<file path="src/rtl/cff_pkg.sv">
// Package: opcodes, field layouts, reset values, widths and states for the flush/format command block
package cff_pkg;
	// Command opcodes
	localparam logic [7:0] OP_FLUSH      = 8'he7;
	localparam logic [7:0] OP_FLUSH_EXT  = 8'hea;
	localparam logic [7:0] OP_FORMAT     = 8'hf7;
	localparam logic [7:0] OP_ERASE_PREP = 8'hf3;
	localparam logic [7:0] FEAT_FORMAT   = 8'h11;
	// Status byte bit positions
	localparam int ST_FAULT_BIT = 5;
	localparam int ST_SENSE_BIT = 1;
	localparam int ST_ERR_BIT   = 0;
	// Error byte bit position
	localparam int ER_ABORT_BIT = 2;
	// Reset values
	localparam logic [7:0]  STATUS_RST = 8'h00;
	localparam logic [7:0]  ERROR_RST  = 8'h00;
	localparam logic [47:0] ADDR_RST   = 48'h000000000000;
	localparam logic [47:0] FORMAT_START = 48'h000000000000;
	// Default widths
	localparam int ADDR_W  = 48;
	localparam int LIST_W  = 16;
	// Sequencer states
	typedef enum logic [2:0] {
		CFF_IDLE,
		CFF_FLUSH,
		CFF_MERGE,
		CFF_INIT,
		CFF_DONE
	} cff_state_t;
endpackage : cff_pkg

</file>
<file path="src/rtl/cff_sync.sv">
// Two-flop reset release synchroniser
`timescale 1ns/10ps
module cff_sync (
	// Clock and raw reset
	input  wire logic clk_in,
	input  wire logic reset_n_in,
	// Released reset
	output logic      reset_n_out
);
	// -------------------------------------------------------------
	// State
	// -------------------------------------------------------------
	typedef struct packed {
		logic first;
		logic second;
	} cff_sync_t;

	cff_sync_t r;
	cff_sync_t next_r;

	// Shift a one in after release
	always_comb begin
		next_r        = r;
		next_r.first  = 1'b1;
		next_r.second = r.first;
	end

	// Async assert, clocked release
	always_ff @(posedge clk_in or negedge reset_n_in) begin
		if (!reset_n_in) begin
			r <= '0;
		end else begin
			r <= next_r;
		end
	end

	assign reset_n_out = r.second;
endmodule : cff_sync

</file>
<file path="src/rtl/cff_cmd.sv">
// Flush cache / extended flush / format medium command interpreter
//
`timescale 1ns/10ps
module cff_cmd #(
	parameter int ADDR_W = cff_pkg::ADDR_W,
	parameter int LIST_W = cff_pkg::LIST_W
) (
	// Clock and reset
	input  wire logic              clk_in,
	input  wire logic              reset_n_in,
	// Command issue from the link
	input  wire logic              cmd_valid_in,
	input  wire logic [7:0]        cmd_opcode_in,
	input  wire logic [7:0]        cmd_feature_in,
	// Write cache engine
	output logic                   cache_flush_out,
	input  wire logic              cache_empty_in,
	input  wire logic              cache_fail_in,
	input  wire logic [ADDR_W-1:0] cache_fail_addr_in,
	// Medium engine
	input  wire logic [ADDR_W-1:0] native_max_in,
	output logic                   medium_write_out,
	output logic [ADDR_W-1:0]      medium_addr_out,
	input  wire logic              medium_ready_in,
	input  wire logic              medium_fail_in,
	// Defect and reassignment lists
	input  wire logic [LIST_W-1:0] reassign_count_in,
	output logic                   merge_step_out,
	output logic                   lists_clear_out,
	output logic                   lists_valid_out,
	// Device condition
	input  wire logic              device_fault_in,
	input  wire logic              sense_avail_in,
	// Completion
	output logic                   busy_out,
	output logic                   done_out,
	output logic [7:0]             status_out,
	output logic [7:0]             error_out,
	output logic [ADDR_W-1:0]      lba_out,
	output logic                   degraded_out
);
	// -------------------------------------------------------------
	// Reset release
	// -------------------------------------------------------------
	logic rst_n;

	cff_sync u_sync (
		.clk_in      (clk_in),
		.reset_n_in  (reset_n_in),
		.reset_n_out (rst_n)
	);

	// -------------------------------------------------------------
	// State
	// -------------------------------------------------------------
	typedef struct packed {
		cff_pkg::cff_state_t state;
		logic                is_format;
		logic                prep_last;
		logic                fmt_running;
		logic                degraded;
		logic                lists_valid;
		logic                flush;
		logic                mwrite;
		logic                merge;
		logic                lclear;
		logic [ADDR_W-1:0]   addr;
		logic [LIST_W-1:0]   merge_left;
		logic                done;
		logic [7:0]          status;
		logic [7:0]          error;
		logic [ADDR_W-1:0]   lba;
	} cff_cmd_t;

	cff_cmd_t r;
	cff_cmd_t next_r;

	// Decoded opcodes of an incoming command
	logic is_flush;
	logic is_fmt;
	logic take;

	// Feature, count and address fields never enter flush decode
	assign is_flush = (cmd_opcode_in == cff_pkg::OP_FLUSH) ||
	                  (cmd_opcode_in == cff_pkg::OP_FLUSH_EXT);
	assign is_fmt   = (cmd_opcode_in == cff_pkg::OP_FORMAT) &&
	                  (cmd_feature_in == cff_pkg::FEAT_FORMAT);
	assign take     = cmd_valid_in && (r.state == cff_pkg::CFF_IDLE);

	// -------------------------------------------------------------
	// Sequencer
	// -------------------------------------------------------------
	// Commands arriving while busy are dropped; the link is expected to wait
	always_comb begin
		next_r         = r;
		next_r.done    = 1'b0;
		next_r.merge   = 1'b0;
		next_r.lclear  = 1'b0;
		unique case (r.state)
			cff_pkg::CFF_IDLE: begin
				if (take) begin
					// Any command except erase-prepare breaks the pairing
					next_r.prep_last = (cmd_opcode_in == cff_pkg::OP_ERASE_PREP);
					next_r.error     = cff_pkg::ERROR_RST;
					next_r.lba       = cff_pkg::ADDR_RST;
					next_r.is_format = 1'b0;
					if (is_flush) begin
						next_r.flush = 1'b1;
						next_r.state = cff_pkg::CFF_FLUSH;
					end else if (is_fmt && r.prep_last) begin
						// Whole native range, no data phase, old lists dropped
						next_r.is_format   = 1'b1;
						next_r.fmt_running = 1'b1;
						next_r.lists_valid = 1'b0;
						next_r.merge_left  = reassign_count_in;
						next_r.addr        = cff_pkg::FORMAT_START;
						next_r.state       = cff_pkg::CFF_MERGE;
					end else if (is_fmt || (cmd_opcode_in == cff_pkg::OP_FORMAT)) begin
						// Format without prepare, or with a reserved feature value
						next_r.error[cff_pkg::ER_ABORT_BIT] = 1'b1;
						next_r.state = cff_pkg::CFF_DONE;
					end else begin
						// Other commands belong elsewhere; finish them quietly
						next_r.state = cff_pkg::CFF_DONE;
					end
				end
			end
			cff_pkg::CFF_FLUSH: begin
				if (cache_fail_in) begin
					next_r.flush = 1'b0;
					next_r.error[cff_pkg::ER_ABORT_BIT] = 1'b1;
					next_r.lba   = cache_fail_addr_in;
					next_r.state = cff_pkg::CFF_DONE;
				end else if (cache_empty_in) begin
					next_r.flush = 1'b0;
					next_r.state = cff_pkg::CFF_DONE;
				end
			end
			cff_pkg::CFF_MERGE: begin
				// Fold reassigned entries one by one, then clear the list
				if (r.merge_left != '0) begin
					next_r.merge      = 1'b1;
					next_r.merge_left = r.merge_left - 1'b1;
				end else begin
					next_r.lclear = 1'b1;
					next_r.mwrite = 1'b1;
					next_r.state  = cff_pkg::CFF_INIT;
				end
			end
			cff_pkg::CFF_INIT: begin
				if (medium_fail_in) begin
					// Unrecoverable error mid-format leaves the medium unusable
					next_r.mwrite   = 1'b0;
					next_r.degraded = 1'b1;
					next_r.error[cff_pkg::ER_ABORT_BIT] = 1'b1;
					next_r.state    = cff_pkg::CFF_DONE;
				end else if (medium_ready_in) begin
					if (r.addr == native_max_in) begin
						next_r.mwrite      = 1'b0;
						next_r.fmt_running = 1'b0;
						next_r.degraded    = 1'b0;
						next_r.lists_valid = 1'b1;
						next_r.state       = cff_pkg::CFF_DONE;
					end else begin
						next_r.addr = r.addr + 1'b1;
					end
				end
			end
			cff_pkg::CFF_DONE: begin
				next_r.done = 1'b1;
				next_r.fmt_running = 1'b0;
				next_r.status = cff_pkg::STATUS_RST;
				next_r.status[cff_pkg::ST_FAULT_BIT] = device_fault_in;
				next_r.status[cff_pkg::ST_SENSE_BIT] = sense_avail_in;
				next_r.status[cff_pkg::ST_ERR_BIT]   = r.error[cff_pkg::ER_ABORT_BIT];
				next_r.state = cff_pkg::CFF_IDLE;
			end
			default: begin
				next_r.state = cff_pkg::CFF_IDLE;
			end
		endcase
	end

	// -------------------------------------------------------------
	// Registers
	// -------------------------------------------------------------
	// A format cut short by reset is remembered: the degraded flag below is cleared
	// here, but degraded_out goes high through pend_degraded if a format was running
	always_ff @(posedge clk_in or negedge rst_n) begin
		if (!rst_n) begin
			r           <= '0;
			r.state     <= cff_pkg::CFF_IDLE;
			r.status    <= cff_pkg::STATUS_RST;
			r.error     <= cff_pkg::ERROR_RST;
			r.lba       <= cff_pkg::ADDR_RST;
			r.addr      <= cff_pkg::FORMAT_START;
		end else begin
			r <= next_r;
		end
	end

	// -------------------------------------------------------------
	// Reset-interrupted format memory
	// -------------------------------------------------------------
	// Kept outside the reset domain of the sequencer: a reset pulse does not clear it
	logic fmt_pending;
	logic next_fmt_pending;
	logic pend_degraded;

	// Set while a format runs, cleared only on good format completion
	// Hold written as an if so an unknown power-up value settles to zero
	always_comb begin
		if (fmt_pending) begin
			next_fmt_pending = 1'b1;
		end else begin
			next_fmt_pending = 1'b0;
		end
		if (r.state == cff_pkg::CFF_MERGE) begin
			next_fmt_pending = 1'b1;
		end else if (r.state == cff_pkg::CFF_DONE && r.is_format && !r.degraded) begin
			next_fmt_pending = 1'b0;
		end
	end

	// Clocked without the reset: a pending format survives a reset pulse
	always_ff @(posedge clk_in) begin
		fmt_pending <= next_fmt_pending;
	end

	// Gate until the first format; survives reset so an interrupted format is seen
	logic seen_fmt;
	always_ff @(posedge clk_in) begin
		if (r.state == cff_pkg::CFF_MERGE || seen_fmt) begin
			seen_fmt <= 1'b1;
		end else begin
			seen_fmt <= 1'b0;
		end
	end
	assign pend_degraded = seen_fmt && fmt_pending && !r.fmt_running;

	// -------------------------------------------------------------
	// Outputs
	// -------------------------------------------------------------
	assign cache_flush_out  = r.flush;
	assign medium_write_out = r.mwrite;
	assign medium_addr_out  = r.addr;
	assign merge_step_out   = r.merge;
	assign lists_clear_out  = r.lclear;
	assign lists_valid_out  = r.lists_valid;
	assign busy_out         = (r.state != cff_pkg::CFF_IDLE);
	assign done_out         = r.done;
	assign status_out       = r.status;
	assign error_out        = r.error;
	assign lba_out          = r.lba;
	// Reads and writes elsewhere are refused while this is high
	assign degraded_out     = r.degraded || pend_degraded;

	// -------------------------------------------------------------
	// Checks
	// -------------------------------------------------------------
	flush_good_a: assert property (@(posedge clk_in) disable iff (!rst_n)
		(r.state == cff_pkg::CFF_FLUSH && !cache_fail_in && !cache_empty_in) |=> (r.state == cff_pkg::CFF_FLUSH))
		else $error("flush finished before cache empty");
	flush_start_a: assert property (@(posedge clk_in) disable iff (!rst_n)
		(take && cmd_opcode_in == cff_pkg::OP_FLUSH) |=> (cache_flush_out && r.state == cff_pkg::CFF_FLUSH))
		else $error("flush opcode not decoded");
	flush_ext_a: assert property (@(posedge clk_in) disable iff (!rst_n)
		(take && cmd_opcode_in == cff_pkg::OP_FLUSH_EXT) |=> cache_flush_out)
		else $error("extended flush opcode not decoded");
	flush_fail_a: assert property (@(posedge clk_in) disable iff (!rst_n)
		(r.state == cff_pkg::CFF_FLUSH && cache_fail_in) |=> (error_out == 8'h04 && lba_out == $past(cache_fail_addr_in)))
		else $error("failed flush error fields wrong");
	status_err_a: assert property (@(posedge clk_in) disable iff (!rst_n)
		done_out |-> (status_out[cff_pkg::ST_ERR_BIT] == error_out[cff_pkg::ER_ABORT_BIT]))
		else $error("status error bit disagrees with abort");
	no_prep_a: assert property (@(posedge clk_in) disable iff (!rst_n)
		(take && is_fmt && !r.prep_last) |=> ##1 (done_out && error_out[cff_pkg::ER_ABORT_BIT]))
		else $error("format without prepare not aborted");
	fmt_start_a: assert property (@(posedge clk_in) disable iff (!rst_n)
		(take && is_fmt && r.prep_last) |=> (r.state == cff_pkg::CFF_MERGE && medium_addr_out == '0 && !lists_valid_out))
		else $error("format did not start at block zero");
	merge_first_a: assert property (@(posedge clk_in) disable iff (!rst_n)
		$rose(medium_write_out) |-> (lists_clear_out && r.merge_left == '0))
		else $error("medium written before merge finished");
	fail_degr_a: assert property (@(posedge clk_in) disable iff (!rst_n)
		(r.state == cff_pkg::CFF_INIT && medium_fail_in) |=> degraded_out [*2])
		else $error("interrupted format not degraded");
	degr_exit_a: assert property (@(posedge clk_in) disable iff (!rst_n)
		($fell(r.degraded)) |-> (r.state == cff_pkg::CFF_DONE && r.is_format && lists_valid_out))
		else $error("degraded mode left without good format");
endmodule : cff_cmd

</file>
<file path="config.mk">
export PLATFORM = sky130hd
export DESIGN_NAME = cff_cmd
export DESIGN_NICKNAME = d
export VERILOG_FILES = /design/src/rtl/cff_pkg.sv /design/src/rtl/cff_sync.sv /design/src/rtl/cff_cmd.sv
export SDC_FILE = /design/constraint.sdc
export NUM_CORES = 1
export LEC_CHECK = 0
export ABC_AREA = 1
export BUFFER_PORTS_ARGS = -buffer_cell sky130_fd_sc_hd__buf_4
export CAP_MARGIN = 10
export CORE_MARGIN = 5
export CORE_UTILIZATION = 35
export DETAILED_ROUTE_END_ITERATION = 16
export GPL_ROUTABILITY_DRIVEN = 0
export SLEW_MARGIN = 20
export SYNTH_ARGS = -nofsm -noshare
export SYNTH_HDL_FRONTEND = slang
export SYNTH_SLANG_ARGS = --single-unit
</file>
<file path="constraint.sdc">
create_clock -name clk_in -period 4.5 [get_ports clk_in]
set_input_delay 0.9 -clock clk_in [delete_from_list [all_inputs] [get_ports clk_in]]
set_output_delay 0.9 -clock clk_in [all_outputs]
set_load 0.01 [all_outputs]
</file>
==> impl_metrics.csv <==
group,metric,value,unit
place,hpwl,20.7,mm
sta,period_minus_slack,2520,ps
worst_hold_path,worstHoldPathType,"in2async",
detailed_routing,vias_per_cell,4.77,
synthesis,yosys.area_share.simple,34.9,%
setup_path,cp_slowest_cell,"buf_4",
clock_network,cts_buffers,17,
synthesis,synth_compound_area_share,6.09,%
synthesis,ys_warn_count,0,
detailed_routing,vias,8448,
clock_network,post_cts_resized,0,
synthesis,synthAdderAreaFrac,0.420,%
setup_path,startpoint_type,"register",
setup_path,path_class,"reg2reg",
floorplanning,num_io_pins,257,
setup_path,worstSetupStartpoint,"medium_addr_out[7]",
synthesis,yosysTopAreaCell,"dfrtp_1",
power_and_ir_drop,vdd_ir_drop_max,217,uV
synthesis,synth_area_leaders,"dfrtp_1 37%, nand2_1 17%, buf_4 9.4%",
job,cap_viol_max_count,0,
global_routing,grt_start_max_net_pins,67,
global_routing,overflow,0,
floorplanning,start_util,35.5,%
synthesis,muxShareOfSynthArea,0,%
synthesis,syn_area,8930,um^2
floorplanning,die_x,170,um
layout,fin_nets,1567,
power_and_ir_drop,p_leak,5.30,nW
global_routing,grt_pass1_vias,8278,
clock_network,cts_setup_buffers,0,
layout,drive_gt1_share,21.5,%
synthesis,ys_types,39,
setup_path,timing.rr.start,"medium_addr_out[7]",
status,outcome,"completed",
setup_path,timing.rr.end,"medium_addr_out[10]",
setup_path,max_stage_delay,520,ps
global_routing,grt_first_pass_wirelength,43.4,mm
detailed_routing,post_drt_wl_per_cell,15.5,um
sta,worst_pin_slew,863,ps
clock_network,cts-root-buf,"clkbuf_16",
layout,diodes,0,
clock_network,htree_levels,4,
layout,final_cell_mix,"404 x nand2_1, 255 x buf_4, 154 x nand3_1",
synthesis,yosys.area_share.xor_xnor,4.41,%
synthesis,async_reset_ff_share,98.5,%
floorplanning,rows,58,
setup_path,endpoint_kind,"register",
sta,clock-skew-final,15.2,ps
clock_network,ctsHoldBuffers,0,
sta,timing.final.hold_violations,0,
synthesis,syn_avg_cell_area,6.87,um^2
synthesis,synth_cells,1300,
synthesis,synth_top_area_share,36.7,%
setup_path,cp_common_cell,"nand2_1",
detailed_routing,drtAntennaViolNets,0,
power_and_ir_drop,pwr_density_cell,290,nW/um^2
floorplanning,coreArea,25200,um^2
synthesis,synth_top_family_by_area,"simple AND/OR/NAND/NOR gates",
floorplanning,die_area,28800,um^2
sta,rsz0062_at_grt,"false",
synthesis,synth_top_flop_cell,"dfrtp_1",
clock_network,numClockSinks,133,
clock_network,clk_pin_slew_worst_paths,70,ps
sta,final.setup.tns,0,ps
global_routing,antenna_found_initial,0,
global_routing,grt_usage,18.8,%
layout,n_fill_cell,2627,
synthesis,ys_seq_area_share,37.1,%
layout,layout_commonest_cell,"nand2_1",
setup_path,cp_cell_sequence,"inv_1 > nand2_1 > nand2_1 > nor2_1 > nand2_1 > nor2_1 > nand2_1 > nor2_2 > nand3_2 > nand3_2 > buf_4 > o21ai_0",
power_and_ir_drop,p_total,0.00315,W
layout,syn_to_final_growth,21.3,%
place,portBuffers,244,
setup_path,crit_end,"medium_addr_out[10]",
sta,slew_headroom,42.5,%
detailed_routing,routed_wirelength,27.4,mm
sta,fmaxAchievable,397,MHz
setup_path,cp.required,4790,ps
detailed_routing,drc,0,
sta,fin_crit_sh,56.0,%
synthesis,synth_edf_count,0,
setup_path,crit_fanout,66,
sta,slew_viol_final,0,
detailed_routing,first_pass_iters,5,
setup_path,ff2ff_path_depth,12,
detailed_routing,initialDrtViolationCount,573,
clock_network,clk_latency,430,ps
sta,finalSetupViolCount,0,
synthesis,synth-seq-cells,133,
clock_network,cts_tree,"yes",
clock_network,clockBufferDepth,2,
setup_path,cp.arrival,2800,ps
setup_path,r2r_slack,1980,ps
floorplanning,dieHeight,170,um
==> cells in the mapped netlist (6+ instances only) <==
master,count
nor2_1,111
dfrtp_1,131
or2_2,9
nor3_1,26
xor2_1,31
nand3_1,154
o21ai_1,26
buf_2,11
nor4_1,6
clkbuf_1,26
a21oi_1,8
nand2_1,404
inv_1,117
nand4_1,12
xnor2_1,14
o21ai_0,49
buf_4,112
==> sequential cells by signal, summed over array words and instances (netlist names) <==
| signal | flops |
|---|---|
| cache_flush_out | 1 |
| done_out | 1 |
| error_out | 1 |
| fmt_pending | 1 |
| lba_out | 48 |
| lists_clear_out | 1 |
| lists_valid_out | 1 |
| medium_addr_out | 48 |
| medium_write_out | 1 |
| merge_step_out | 1 |
| r | 23 |
| seen_fmt | 1 |
| status_out | 3 |
| u_sync.next_r | 1 |
| u_sync.reset_n_out | 1 |
==> report_power, final <==
group / switching [W] / total [W] / leakage, nW / internal [W]
clock: 0.000617 / 0.00140 / 0.284 / 0.000787
sequential: 0.0000613 / 0.00132 / 1.79 / 0.00126
combinational: 0.000235 / 0.000423 / 3.22 / 0.000188
total: 0.000913 / 0.00315 / 5.30 / 0.00223
==> cell type report <==
type | count | area [um^2] | area share [%]
Clock inverter | 15 | 160 | 1.48
Sequential cell | 133 | 3320 | 30.7
Tap cell | 330 | 413 | 3.81
Clock buffer | 17 | 425 | 3.93
Timing Repair Buffer | 255 | 1910 | 17.7
Inverter | 121 | 454 | 4.19
Multi-Input combinational cell | 899 | 4150 | 38.3
==> how the worst min path moves through the flow <==
stage,startpoint,end,cells past startpoint
final,reset_n_in,u_sync.reset_n_out,1
after global routing,reset_n_in,u_sync.reset_n_out,1
after CTS,reset_n_in,u_sync.reset_n_out,1
after detailed placement,u_sync.next_r[0],u_sync.reset_n_out,0
after global placement,u_sync.next_r[0],u_sync.reset_n_out,0
after floorplan,u_sync.next_r[0],u_sync.reset_n_out,0
==> per-stage QoR <==
stage          instances  util [%]  hold WS (ps)  area (um^2)  setup slack, ps
2_1_floorplan       1311         -           331         8980              580
3_3_place_gp        1738      40.7           338        10200             1710
3_5_place_dp        1738      40.7           342        10200             1600
4_1_cts             1770      43.0           230        10800             1980
5_1_grt             1770      43.0           226        10800             1730
6_report            1770      43.0           247        10800             1980
==> cell families after synthesis <==
group	after synthesis
AND/OR/NAND/NOR	737
buffers and inverters	279
flip-flops	133
AO/OA/AOI/OAI	101
XOR/XNOR	45
adder cells (fa/ha/maj)	3
other	2
==> routing by layer <==
layer,routed length (um),GRT usage (%),share of wire [%]
met5,0,0,0
met4,1110,8.51,4.0
met3,1980,4.50,7.2
met2,12800,29.9,46
met1,11600,24.3,42
==> critical path, delay by kind of cell (launching register included) <==
family          cells  cell delay (ps)
compound gates      1              160
buf+inv             2              690
flops               1              510
simple gates        9              980
Power figures use the tool's default switching activity.
